`config.mk`:
```
export PLATFORM = sky130hd
export DESIGN_NAME = switch_host_control_id_regs
export DESIGN_NICKNAME = d
export VERILOG_FILES = /design/src/design/hostctl_pkg.sv /design/src/design/gated_clk_div.sv /design/src/design/switch_host_control_id_regs.sv
export SDC_FILE = /design/constraint.sdc
export NUM_CORES = 1
export LEC_CHECK = 0
export ABC_AREA = 0
export BUFFER_PORTS_ARGS = -buffer_cell sky130_fd_sc_hd__buf_2
export CORE_ASPECT_RATIO = 1.5
export CORE_UTILIZATION = 43
export CTS_CLUSTER_SIZE = 30
export DETAILED_ROUTE_END_ITERATION = 16
export PLACE_DENSITY_LB_ADDON = 0.1
export SLEW_MARGIN = 20
export SYNTH_ARGS = -nofsm -noshare
export SYNTH_HDL_FRONTEND = slang
export SYNTH_SLANG_ARGS = --single-unit
```
`constraint.sdc`:
```
create_clock -name clk_i -period 4.65 [get_ports clk_i]
set_clock_uncertainty 0.1 [all_clocks]
set_input_delay 0.6975 -clock clk_i [delete_from_list [all_inputs] [get_ports clk_i]]
set_output_delay 0.6975 -clock clk_i [all_outputs]
set_load 0.01 [all_outputs]
```
`src/design/hostctl_pkg.sv`:
```
// shared constants for the host control and identification registers
package hostctl_pkg;

   // ==========================================================
   // register indices on the indirect window
   localparam logic [7:0] ADDR_HOST_CONTROL = 8'h00;
   localparam logic [7:0] ADDR_PROTOCOL     = 8'h01;
   localparam logic [7:0] ADDR_VERSION      = 8'h02;
   localparam logic [7:0] ADDR_PART         = 8'h03;

   // ==========================================================
   // host control field positions
   localparam int BIT_SOFT_RESET  = 0;
   localparam int BIT_PROG_DONE   = 1;
   localparam int BIT_PORT1_BELL  = 2;
   localparam int BIT_PORT2_BELL  = 3;
   localparam int BIT_LOADED      = 4;
   localparam int POS_PORT1_MODE  = 5;
   localparam int POS_PORT2_MODE  = 7;
   localparam int BIT_CLKOUT_EN   = 9;
   localparam int BIT_BUF_LOCK    = 11;
   localparam int BIT_HOST_BELL   = 12;
   localparam int BIT_RMII_CLK_EN = 13;

   // ==========================================================
   // interface mode codes
   localparam logic [1:0] MODE_MII  = 2'h0;
   localparam logic [1:0] MODE_RMII = 2'h1;

   // ==========================================================
   // values after reset
   localparam logic [15:0] CONTROL_RESET  = 16'h0000;
   localparam logic [15:0] PROTOCOL_RESET = 16'h0000;

   // ==========================================================
   // clock divider periods at 125 MHz (8 ns)
   localparam int CLK_PERIOD_PS   = 8000;
   localparam int CLK25_PERIOD_PS = 40000;
   localparam int CLK50_PERIOD_PS = 20000;
   // 25 MHz from 125 MHz: 5 cycles, high 2, low 3
   localparam int CLK25_DIV = CLK25_PERIOD_PS / CLK_PERIOD_PS;
   // 50 MHz cannot be exact from 125 MHz; nearest even divide is 2 cycles
   localparam int CLK50_DIV = CLK50_PERIOD_PS / CLK_PERIOD_PS;

   // ==========================================================
   // firmware load duration in cycles
   localparam int LOAD_CYCLES = 64;

endpackage

```
`src/design/gated_clk_div.sv`:
```
// divider that makes a gated clock output, enable applied only while low
`timescale 1ns/10ps
module gated_clk_div #(
   parameter int DIV = 5
) (
   // clock and reset
   input  wire logic clk_i,
   input  wire logic rst_i,
   // control
   input  wire logic en_i,
   // clock output
   output logic      clk_o
);

   // ==========================================================
   // state
   logic [7:0] cnt_r;      // phase counter
   logic [7:0] cnt_nxt;
   logic       run_r;      // applied enable
   logic       run_nxt;
   logic       out_r;      // clock pin level
   logic       out_nxt;

   localparam logic [7:0] DIV_LAST = 8'(DIV - 1);
   localparam logic [7:0] HIGH_LEN = 8'(DIV / 2);

   // next state: enable only changes when output is low so that
   // no short high pulse can ever leave the pin
   always_comb begin
      cnt_nxt = cnt_r;
      run_nxt = run_r;
      out_nxt = 1'b0;
      if (!out_r) begin
         run_nxt = en_i;
      end
      if (cnt_r == DIV_LAST) begin
         cnt_nxt = 8'h00;
      end else begin
         cnt_nxt = cnt_r + 8'h01;
      end
      // high for the first DIV/2 cycles, rounded down, of each period
      if (run_nxt && (cnt_nxt < HIGH_LEN)) begin
         out_nxt = 1'b1;
      end
      // restart the phase when gated off so the next burst is whole
      if (!run_nxt) begin
         cnt_nxt = DIV_LAST;
      end
   end

   // register
   always_ff @(posedge clk_i) begin
      if (rst_i) begin
         cnt_r <= DIV_LAST;
         run_r <= 1'b0;
         out_r <= 1'b0;
      end else begin
         cnt_r <= cnt_nxt;
         run_r <= run_nxt;
         out_r <= out_nxt;
      end
   end

   assign clk_o = out_r;

endmodule

```
`src/design/switch_host_control_id_regs.sv`:
```
// host control and identification register group of the switch
`timescale 1ns/10ps
module switch_host_control_id_regs #(
   parameter logic [4:0]  VERSION_NUM   = 5'h01,
   parameter logic [9:0]  MAKER_ID      = 10'h155, // arbitrary value
   parameter logic        VERSION_LSB   = 1'b1,
   parameter logic [15:0] PART_NUMBER   = 16'h1234, // arbitrary value
   parameter int          LOAD_CYCLES_P = hostctl_pkg::LOAD_CYCLES
) (
   // clock and reset
   input  wire logic        clk_i,
   input  wire logic        rst_i,
   // indirect register window
   input  wire logic        wr_i,
   input  wire logic        rd_i,
   input  wire logic [7:0]  addr_i,
   input  wire logic [15:0] wdata_i,
   output logic [15:0]      rdata_o,
   output logic             rvalid_o,
   // one-time protocol programming
   input  wire logic        otp_wr_i,
   input  wire logic [15:0] otp_data_i,
   // doorbells toward the protocol engines
   output logic             host_bell_o,
   output logic             port1_bell_o,
   output logic             port2_bell_o,
   // buffer lock gating
   output logic             resv_wr_allow_o,
   output logic             head_wr_allow_o,
   // interface modes
   output logic [1:0]       port1_mode_o,
   output logic [1:0]       port2_mode_o,
   output logic             port1_rmii_o,
   output logic             port2_rmii_o,
   // clock outputs
   output logic             clk25_o,
   output logic             clk50_o,
   // reset and firmware load
   output logic             soft_reset_o,
   output logic             fw_load_o
);
   import hostctl_pkg::*;

   // ==========================================================
   // load sequencer states
   typedef enum logic [2:0] {
      LD_IDLE = 3'b001,
      LD_BUSY = 3'b010,
      LD_DONE = 3'b100
   } load_e;

   // ==========================================================
   // state registers
   logic        prog_done_r;     // programming_done_flag
   logic        prog_done_nxt;
   logic        lock_r;          // buffer lock
   logic        lock_nxt;
   logic        clk_en_r;        // 25 MHz output enable
   logic        clk_en_nxt;
   logic        rmii_en_r;       // 50 MHz output enable
   logic        rmii_en_nxt;
   logic [1:0]  mode1_r;         // port 1 interface mode
   logic [1:0]  mode1_nxt;
   logic [1:0]  mode2_r;         // port 2 interface mode
   logic [1:0]  mode2_nxt;
   logic        hbell_r;         // doorbell pulses
   logic        hbell_nxt;
   logic        p1bell_r;
   logic        p1bell_nxt;
   logic        p2bell_r;
   logic        p2bell_nxt;
   logic        srst_r;          // soft_reset_bit pulse
   logic        srst_nxt;
   logic [15:0] proto_r;         // protocol register
   logic [15:0] proto_nxt;
   logic        proto_set_r;     // one-time write already used
   logic        proto_set_nxt;
   load_e       ld_r;
   load_e       ld_nxt;
   logic [15:0] ld_cnt_r;        // load progress counter
   logic [15:0] ld_cnt_nxt;
   logic        loaded_r;        // engines_loaded_status
   logic        loaded_nxt;
   logic [15:0] rdata_r;
   logic [15:0] rdata_nxt;
   logic        rvalid_r;
   logic        rvalid_nxt;
   logic        allow_r;         // lock gating image for the pins
   logic        allow_nxt;
   logic        rmii1_r;         // port 1 mode decode for the pin
   logic        rmii1_nxt;
   logic        rmii2_r;         // port 2 mode decode for the pin
   logic        rmii2_nxt;
   logic        busy_r;          // load in progress for the pin
   logic        busy_nxt;

   logic        wr_ctl;          // write to host control
   logic [15:0] ctl_view;        // host control as read back

   localparam logic [15:0] LOAD_LAST = 16'(LOAD_CYCLES_P - 1);

   assign wr_ctl = wr_i && (addr_i == ADDR_HOST_CONTROL);

   // read image; doorbells always read zero since the image leaves them out
   always_comb begin
      ctl_view                  = 16'h0000;
      ctl_view[BIT_PROG_DONE]   = prog_done_r;
      ctl_view[BIT_LOADED]      = loaded_r;
      ctl_view[POS_PORT1_MODE +: 2] = mode1_r;
      ctl_view[POS_PORT2_MODE +: 2] = mode2_r;
      ctl_view[BIT_CLKOUT_EN]   = clk_en_r;
      ctl_view[BIT_BUF_LOCK]    = lock_r;
      ctl_view[BIT_RMII_CLK_EN] = rmii_en_r;
   end

   // ==========================================================
   // control register next state
   always_comb begin
      prog_done_nxt = prog_done_r;
      lock_nxt      = lock_r;
      clk_en_nxt    = clk_en_r;
      rmii_en_nxt   = rmii_en_r;
      mode1_nxt     = mode1_r;
      mode2_nxt     = mode2_r;
      hbell_nxt     = 1'b0;
      p1bell_nxt    = 1'b0;
      p2bell_nxt    = 1'b0;
      srst_nxt      = 1'b0;
      if (wr_ctl) begin
         prog_done_nxt = wdata_i[BIT_PROG_DONE];
         lock_nxt      = wdata_i[BIT_BUF_LOCK];
         clk_en_nxt    = wdata_i[BIT_CLKOUT_EN];
         rmii_en_nxt   = wdata_i[BIT_RMII_CLK_EN];
         // undefined codes are stored as written; software must avoid
         mode1_nxt     = wdata_i[POS_PORT1_MODE +: 2];
         mode2_nxt     = wdata_i[POS_PORT2_MODE +: 2];
         hbell_nxt     = wdata_i[BIT_HOST_BELL];
         p1bell_nxt    = wdata_i[BIT_PORT1_BELL];
         p2bell_nxt    = wdata_i[BIT_PORT2_BELL];
         srst_nxt      = wdata_i[BIT_SOFT_RESET];
      end
      allow_nxt = !lock_nxt;
      rmii1_nxt = (mode1_nxt == MODE_RMII);
      rmii2_nxt = (mode2_nxt == MODE_RMII);
   end

   // register; soft reset returns control to its reset state
   always_ff @(posedge clk_i) begin
      if (rst_i || srst_r) begin
         prog_done_r <= CONTROL_RESET[BIT_PROG_DONE];
         lock_r      <= CONTROL_RESET[BIT_BUF_LOCK];
         clk_en_r    <= CONTROL_RESET[BIT_CLKOUT_EN];
         rmii_en_r   <= CONTROL_RESET[BIT_RMII_CLK_EN];
         mode1_r     <= MODE_MII;
         mode2_r     <= MODE_MII;
         hbell_r     <= 1'b0;
         p1bell_r    <= 1'b0;
         p2bell_r    <= 1'b0;
         allow_r     <= !CONTROL_RESET[BIT_BUF_LOCK];
         rmii1_r     <= 1'b0;
         rmii2_r     <= 1'b0;
      end else begin
         prog_done_r <= prog_done_nxt;
         lock_r      <= lock_nxt;
         clk_en_r    <= clk_en_nxt;
         rmii_en_r   <= rmii_en_nxt;
         mode1_r     <= mode1_nxt;
         mode2_r     <= mode2_nxt;
         hbell_r     <= hbell_nxt;
         p1bell_r    <= p1bell_nxt;
         p2bell_r    <= p2bell_nxt;
         allow_r     <= allow_nxt;
         rmii1_r     <= rmii1_nxt;
         rmii2_r     <= rmii2_nxt;
      end
   end

   // soft reset pulse itself only clears on the hard reset
   always_ff @(posedge clk_i) begin
      if (rst_i) begin
         srst_r <= 1'b0;
      end else begin
         srst_r <= srst_nxt;
      end
   end

   // ==========================================================
   // one-time protocol register, survives soft reset like a fuse
   always_comb begin
      proto_nxt     = proto_r;
      proto_set_nxt = proto_set_r;
      if (otp_wr_i && !proto_set_r) begin
         proto_nxt     = otp_data_i;
         proto_set_nxt = 1'b1;
      end
   end

   always_ff @(posedge clk_i) begin
      if (rst_i) begin
         proto_r     <= PROTOCOL_RESET;
         proto_set_r <= 1'b0;
      end else begin
         proto_r     <= proto_nxt;
         proto_set_r <= proto_set_nxt;
      end
   end

   // ==========================================================
   // firmware load sequencer
   always_comb begin
      ld_nxt     = ld_r;
      ld_cnt_nxt = ld_cnt_r;
      loaded_nxt = loaded_r;
      unique case (ld_r)
         LD_IDLE: begin
            // a write of one to the done flag, with the soft reset bit zero, kicks off the load
            if (wr_ctl && wdata_i[BIT_PROG_DONE] &&
                !wdata_i[BIT_SOFT_RESET]) begin
               ld_nxt     = LD_BUSY;
               ld_cnt_nxt = 16'h0000;
            end
         end
         LD_BUSY: begin
            if (ld_cnt_r == LOAD_LAST) begin
               ld_nxt     = LD_DONE;
               loaded_nxt = 1'b1;
            end else begin
               ld_cnt_nxt = ld_cnt_r + 16'h0001;
            end
         end
         LD_DONE: begin
            ld_nxt = LD_DONE;
         end
         default: begin
            ld_nxt = LD_IDLE;
         end
      endcase
      busy_nxt = (ld_nxt == LD_BUSY);
   end

   // soft reset drops loaded status; host must reprogram
   always_ff @(posedge clk_i) begin
      if (rst_i || srst_r) begin
         ld_r     <= LD_IDLE;
         ld_cnt_r <= 16'h0000;
         loaded_r <= 1'b0;
         busy_r   <= 1'b0;
      end else begin
         ld_r     <= ld_nxt;
         ld_cnt_r <= ld_cnt_nxt;
         loaded_r <= loaded_nxt;
         busy_r   <= busy_nxt;
      end
   end

   // ==========================================================
   // read port, data one cycle after the strobe
   always_comb begin
      rvalid_nxt = rd_i;
      rdata_nxt  = 16'h0000;
      if (rd_i) begin
         unique case (addr_i)
            ADDR_HOST_CONTROL: rdata_nxt = ctl_view;
            ADDR_PROTOCOL:     rdata_nxt = proto_r;
            ADDR_VERSION:      rdata_nxt = {VERSION_NUM, MAKER_ID,
                                            VERSION_LSB};
            ADDR_PART:         rdata_nxt = PART_NUMBER;
            default:           rdata_nxt = 16'h0000;
         endcase
      end
   end

   always_ff @(posedge clk_i) begin
      if (rst_i) begin
         rdata_r  <= 16'h0000;
         rvalid_r <= 1'b0;
      end else begin
         rdata_r  <= rdata_nxt;
         rvalid_r <= rvalid_nxt;
      end
   end

   // ==========================================================
   // gated clock outputs
   gated_clk_div #(.DIV(CLK25_DIV)) u_clk25 (
      .clk_i (clk_i),
      .rst_i (rst_i),
      .en_i  (clk_en_r),
      .clk_o (clk25_o)
   );

   gated_clk_div #(.DIV(CLK50_DIV)) u_clk50 (
      .clk_i (clk_i),
      .rst_i (rst_i),
      .en_i  (rmii_en_r),
      .clk_o (clk50_o)
   );

   // ==========================================================
   // output drive, all from flip-flops
   assign rdata_o         = rdata_r;
   assign rvalid_o        = rvalid_r;
   assign host_bell_o     = hbell_r;
   assign port1_bell_o    = p1bell_r;
   assign port2_bell_o    = p2bell_r;
   assign resv_wr_allow_o = allow_r;
   assign head_wr_allow_o = allow_r;
   assign port1_mode_o    = mode1_r;
   assign port2_mode_o    = mode2_r;
   assign port1_rmii_o    = rmii1_r;
   assign port2_rmii_o    = rmii2_r;
   assign soft_reset_o    = srst_r;
   assign fw_load_o       = busy_r;

endmodule

```
Word level (Yosys, flattened, before mapping)
Cells that the tools add are included.
- bits in registers: 90
- output and inout port bits: 32
- word-level logic and storage cells: 85
- add/sub/neg operators: 3
- $lt $le $gt $ge: 2
- eq/ne operators: 14
- mux-type cells: 16
- bitwise gates (word level): 4
- reductions and logical operators: 19
- operator list (operator ; count):
    one-hot mux 16 bit (4 select lines) ; 1
    two-way mux 16 bit ; 2
    one-hot mux 16 bit (2 select lines) ; 1
    adder 16 x 1 -> 16 bit (second input constant) ; 1
    adder 8 x 1 -> 8 bit (second input constant) ; 2
    equality test 16 x 6 -> 1 bit (second input constant) ; 1
    equality test 8 x 1 -> 1 bit (second input constant) ; 2
    equality test 8 x 2 -> 1 bit (second input constant) ; 2
    two-way mux 8 bit ; 2
    OR reduction 2 bit ; 5
    one-hot mux 3 bit (3 select lines) ; 1
    equality test 8 x 3 -> 1 bit (second input constant) ; 1
    logical NOT 8 bit ; 1
    less-than comparator 8 x 1 -> 1 bit (second input constant) ; 1
    less-than comparator 8 x 2 -> 1 bit (second input constant) ; 1
    equality test 3 x 2 -> 1 bit (second input constant) ; 2
    logical AND 1 bit ; 6
    two-way mux 3 bit ; 2
    two-way mux 1 bit ; 5
    equality test 2 x 1 -> 1 bit (second input constant) ; 2
    two-way mux 2 bit ; 2
    inequality test 2 bit (second input constant) ; 2
    inverter 1 bit ; 4
    equality test 3 x 1 -> 1 bit (second input constant) ; 1
    6 further kinds ; 8

Longest topological paths before layout
- depth in word-level cells: 7
- gate-level depth with buffers: 7
- depth with buffers taken out: 6

Modules after synthesis
A second synthesis with hierarchy kept.
- cells, all modules: 429
- area total of the unflattened synthesis: 3865.0 um2
- by module, submodules not included (module ; instances ; cells an instance ; area each (um2) ; sequential area each (um2)):
    switch_host_control_id_regs ; 1 ; 318 ; 2827.7 ; 1401.3
    gated_clk_div at u_clk25 ; 1 ; 58 ; 519.2 ; 200.2
    gated_clk_div at u_clk50 ; 1 ; 53 ; 518.0 ; 200.2

Worst setup path before layout
OpenSTA, ideal clock, no wires.
- kind: input port to flip-flop
- from: in addr_i[0]
- to: reg ld_cnt_r[0]
- arrival time: 1.769 ns
- data required time: 4.429 ns
- slack: 2.660 ns
- stages on the path: 5
- path buffers: 1
- cells stage by stage: buf_2 nor4b_1 and4_1 a211oi_4 mux2_2
- word-level cells in the longest chain between the ends: 6
- ends and longest elaborated chain (what ; line ; RTL):
    start, declared ; switch_host_control_id_regs.sv:16 ; input wire logic [7:0] addr_i,
    logical NOT 8 bit ; switch_host_control_id_regs.sv:102 ; assign wr_ctl = wr_i && (addr_i == ADDR_HOST_CONTROL);
    logical AND 1 bit ; switch_host_control_id_regs.sv:102 ;
    logical AND 1 bit (2 in a row) ; switch_host_control_id_regs.sv:217 ; if (wr_ctl && wdata_i[BIT_PROG_DONE] &&
    inequality test 2 bit (no source line) ; - ;
    AND reduction 3 bit (no source line) ; - ;
    end signal, assigned ; switch_host_control_id_regs.sv:250 ; ld_cnt_r <= ld_cnt_nxt;
    end, declared ; switch_host_control_id_regs.sv:80 ; logic [15:0] ld_cnt_r;
No other way between the ends.
A chain may end at the register's enable or synchronous reset.

Worst setup path in the final report
- from: in addr_i[3]
- to: reg rmii2_r (netlist: port2_rmii_o)
- word-level cells in the longest chain between the ends: 4
- ends and longest elaborated chain (what ; line ; RTL):
    logical NOT 8 bit ; switch_host_control_id_regs.sv:102 ;
    logical AND 1 bit ; switch_host_control_id_regs.sv:102 ;
    two-way mux 2 bit ; switch_host_control_id_regs.sv:129 ; if (wr_ctl) begin
    equality test 2 x 1 -> 1 bit ; switch_host_control_id_regs.sv:144 ; rmii2_nxt = (mode2_nxt == MODE_RMII);
    end signal, assigned ; switch_host_control_id_regs.sv:174 ; rmii2_r <= rmii2_nxt;
    end, declared ; switch_host_control_id_regs.sv:92 ; logic rmii2_r;
No other way between the ends.

==> summary.md <==
| Metric | Value |
|---|---|
| Status | `finished, final reports clean` |
| Post-synth EDFFs | `0` |
| Critical Path AT | `between 2000 and 2500 ps` |
| # DRC | `0` |
| Wire length of the first global-routing pass | `13300 µm` |
| Width of the die | `78.2 µm` |
| Cell area after synthesis | `roughly 3700 µm²` |
| Yosys top cell area share | `about half` |
| Detailed Routing Iterations Pass 1 | `4` |
| Synth area leaders | `dfxtp_1 48%, nor2_1 5.8%, nand2_1 4.6%` |
| Fin crit share | `a little under 50%` |
| Largest net degree at the start of global routing | `24` |
| Final Hold Viols | `0` |
| Initial antenna violation count | `0` |
| CP max FO | `16` |
| Vias per cell | `~5.2` |
| Cell accounting for the most synthesized area | `dfxtp_1` |
| Fin Hold WS | `roughly 350 ps` |
| Unique masters post-synth | `48` |
| Layout net count | `540` |
| Die footprint | `between 9000 and 10000 µm²` |
| Hold EP | `proto_r[10]$_SDFFE_PP0P_` |
| Synth Flop Type | `dfxtp_1` |
| GRT overflow | `0` |
| PwrDens | `~350 nW/µm²` |
| Register area share after synthesis | `48.1%` |
| Critical path required time | `around 4800 ps` |
| CTS tree | `yes` |
| # resized after CTS | `0` |
| Max_cap viols | `0` |
| Mapped Cells | `between 400 and 500` |
| Async set-or-reset flop fraction in the synthesized netlist | `0%` |
| Reg-to-Reg End | `ld_cnt_r[9]$_SDFFE_PP0P_` |
| Final Slew Violations | `0` |
| Overall routed net length | `~8300 µm` |
| Least-Margin Pin Slew | `around 860 ps` |
| GRT Overall Usage | `19.0%` |
| Count leader, synth | `dfxtp_1` |
| PortBufs | `72` |
| Core Area | `around 8400 µm²` |
| Worst-case clock buffer depth | `2` |
| Post-synth net total | `~470` |
| CTS hold repair buffers | `0` |
| Top cells by count, synth | `90 x dfxtp_1, 58 x nor2_1, 46 x nand2_1, 30 x a21oi_1, 27 x o21ai_0` |
| Sum Neg Setup Slack | `0 ps` |
| H-Tree Depth | `3` |
| Ant diodes | `0` |
| Kind of critical path | `input pin to flip-flop` |
| Via count | `about 3200` |
| DR WL/cell | `~14 µm` |
| Row cnt | `41` |
| Num ports | `77` |
| Normalized max-slew margin | `between 40% and 50%` |
| Setup-failing EPs final | `0` |
| Yosys Warn Count | `0` |
| R2R Path Start | `ld_cnt_r[0]$_SDFFE_PP0P_` |
| Die Y | `around 120 µm` |
| Gpl congestion | `0.863` |
| Postcts setup bufs | `0` |
| Total CTS buffers | `9` |
| Crit path capture type | `flip-flop` |
| Hold_sp | `proto_r[10]$_SDFFE_PP0P_` |
| Vias in the first global route | `~2800` |
| LEAKAGE | `between 1.5 and 2 nW` |
| R2R depth | `6` |
| Fin crit period | `between 2000 and 2500 ps` |
| Clock Sinks | `90` |
| Post-DP HPWL | `6100 µm` |
| Worst vdd ir | `0.205 mV` |
| Worst reg-to-reg setup slack | `2590 ps` |
| Post-DRT Antenna Nets | `0` |
| Initial Utilization | `44.5%` |
| DR iter-0 viols | `126` |
| Average cell area after synthesis | `roughly 9 µm²` |
| Hold Path Class | `flip-flop to flip-flop` |
| Worst Setup Start Kind | `input pin` |
| Layout cells sized above 1 | `20.6%` |
| Syn-to-layout area delta | `19.7%` |
| WHS Path Cells | `2` |
| Clk slew on worst S/H paths | `roughly 60 ps` |
| Fmax | `between 0.4 and 0.5 GHz` |
| Synthesized flop and latch total | `90` |
| Root buf cell | `clkbuf_16` |
| RSZ-0062 raised after global routing | `no` |
| Clk Latency, worst-skew pair | `330 ps` |
-- stage by stage --
stage                     worst slack, ps  power (mW)  std cells  cell area [µm²]  utilization, %
after CTS                            2390        1.59        602             4480            53.3
final                                2410        1.57        602             4480            53.3
after global placement               2080       0.864        586             4170            49.6
after global routing                 2290        1.63        602             4480            53.3
after detailed placement             2030       0.865        586             4170            49.6
after floorplan                      2660       0.835        422             3750               -
-- cells in the final DEF (no fill, tap or decap), types with 3 or more instances in the layout --
cell type / netlist / final
nor4b_1: 4 / 4
inv_1: 13 / 13
o21ai_0: 27 / 27
nor3b_1: 4 / 4
dfxtp_1: 90 / 90
nor3_1: 12 / 12
nor2b_1: 7 / 7
nor2_1: 58 / 58
a211oi_1: 3 / 3
nand3_1: 10 / 10
clkbuf_16: 0 / 9
xnor2_1: 7 / 7
nand4_1: 15 / 15
ha_1: 5 / 5
xor2_1: 7 / 7
or2_2: 3 / 3
and3_1: 9 / 9
buf_2: 3 / 72
a21oi_1: 30 / 30
nand2b_1: 5 / 5
and4_1: 5 / 5
nand2_1: 46 / 46
clkbuf_8: 0 / 5
mux2i_1: 14 / 14
a31oi_1: 7 / 7
-- critical path, stage by stage --
cell	delay [ps]
buf_2	110
nor4_4	360
nand4_2	550
or3b_1	540
a21oi_1	130
-- power breakdown --
group | leakage, nW | internal (mW) | switching, mW | total (mW)
Combinational | 0.987 | 0.0246 | 0.0376 | 0.0622
Clock | 0.152 | 0.437 | 0.287 | 0.724
Sequential | 0.728 | 0.780 | 0.00419 | 0.784
Total | 1.87 | 1.24 | 0.329 | 1.57
-- area by class of cell --
cell class              count  area (µm²)
clock buffers              14         294
clock inverters             2        16.3
fillers                   832        3930
inverters                  13        48.8
multi-input cells         303        1820
flip-flops and latches     90        1800
well taps                 107         134
repair buffers             73         368
-- cell families (layout without fill, tap and decap cells) --
kind of cell / after synthesis / count (layout) / share of synthesized area (%)
XOR/XNOR: 14 / 14 / 3.27
buffers and inverters: 29 / 102 / 3.31
flip-flops: 90 / 90 / 48.1
AND/OR/NAND/NOR: 193 / 193 / 28.0
adder cells (fa/ha/maj): 5 / 5 / 1.67
AO/OA/AOI/OAI: 76 / 76 / 11.6
multiplexers: 15 / 15 / 4.04
-- per-layer routing --
layer,global-route usage [%],wire [µm],vias to the layer above
li1,-,-,1613
met4,7.65,97,0
met5,0,0,-
met1,21.8,3520,1479
met3,4.30,275,8
met2,34.2,4380,56
-- how the worst max path moves through the flow --
stage,start,to,slack [ps],depth (start not counted)
final,addr_i[3],port2_rmii_o$_SDFF_PP0_,2410,5
after global routing,addr_i[3],port2_rmii_o$_SDFF_PP0_,2290,5
after CTS,addr_i[3],port2_rmii_o$_SDFF_PP0_,2390,5
after detailed placement,addr_i[3],port2_rmii_o$_SDFF_PP0_,2030,5
after global placement,addr_i[3],port2_rmii_o$_SDFF_PP0_,2080,5
after floorplan,addr_i[0],ld_cnt_r[0]$_SDFFE_PP0P_,2660,5
-- state kept, by name (all words and copies together) (netlist names), 2 cells and up --
name and count:
ld_cnt_r 16, proto_r 16, rdata_o 16, u_clk25.cnt_r 8, u_clk50.cnt_r 8, ld_r 3, port1_mode_o 2, port2_mode_o 2
(Power assumes the default switching activity.)
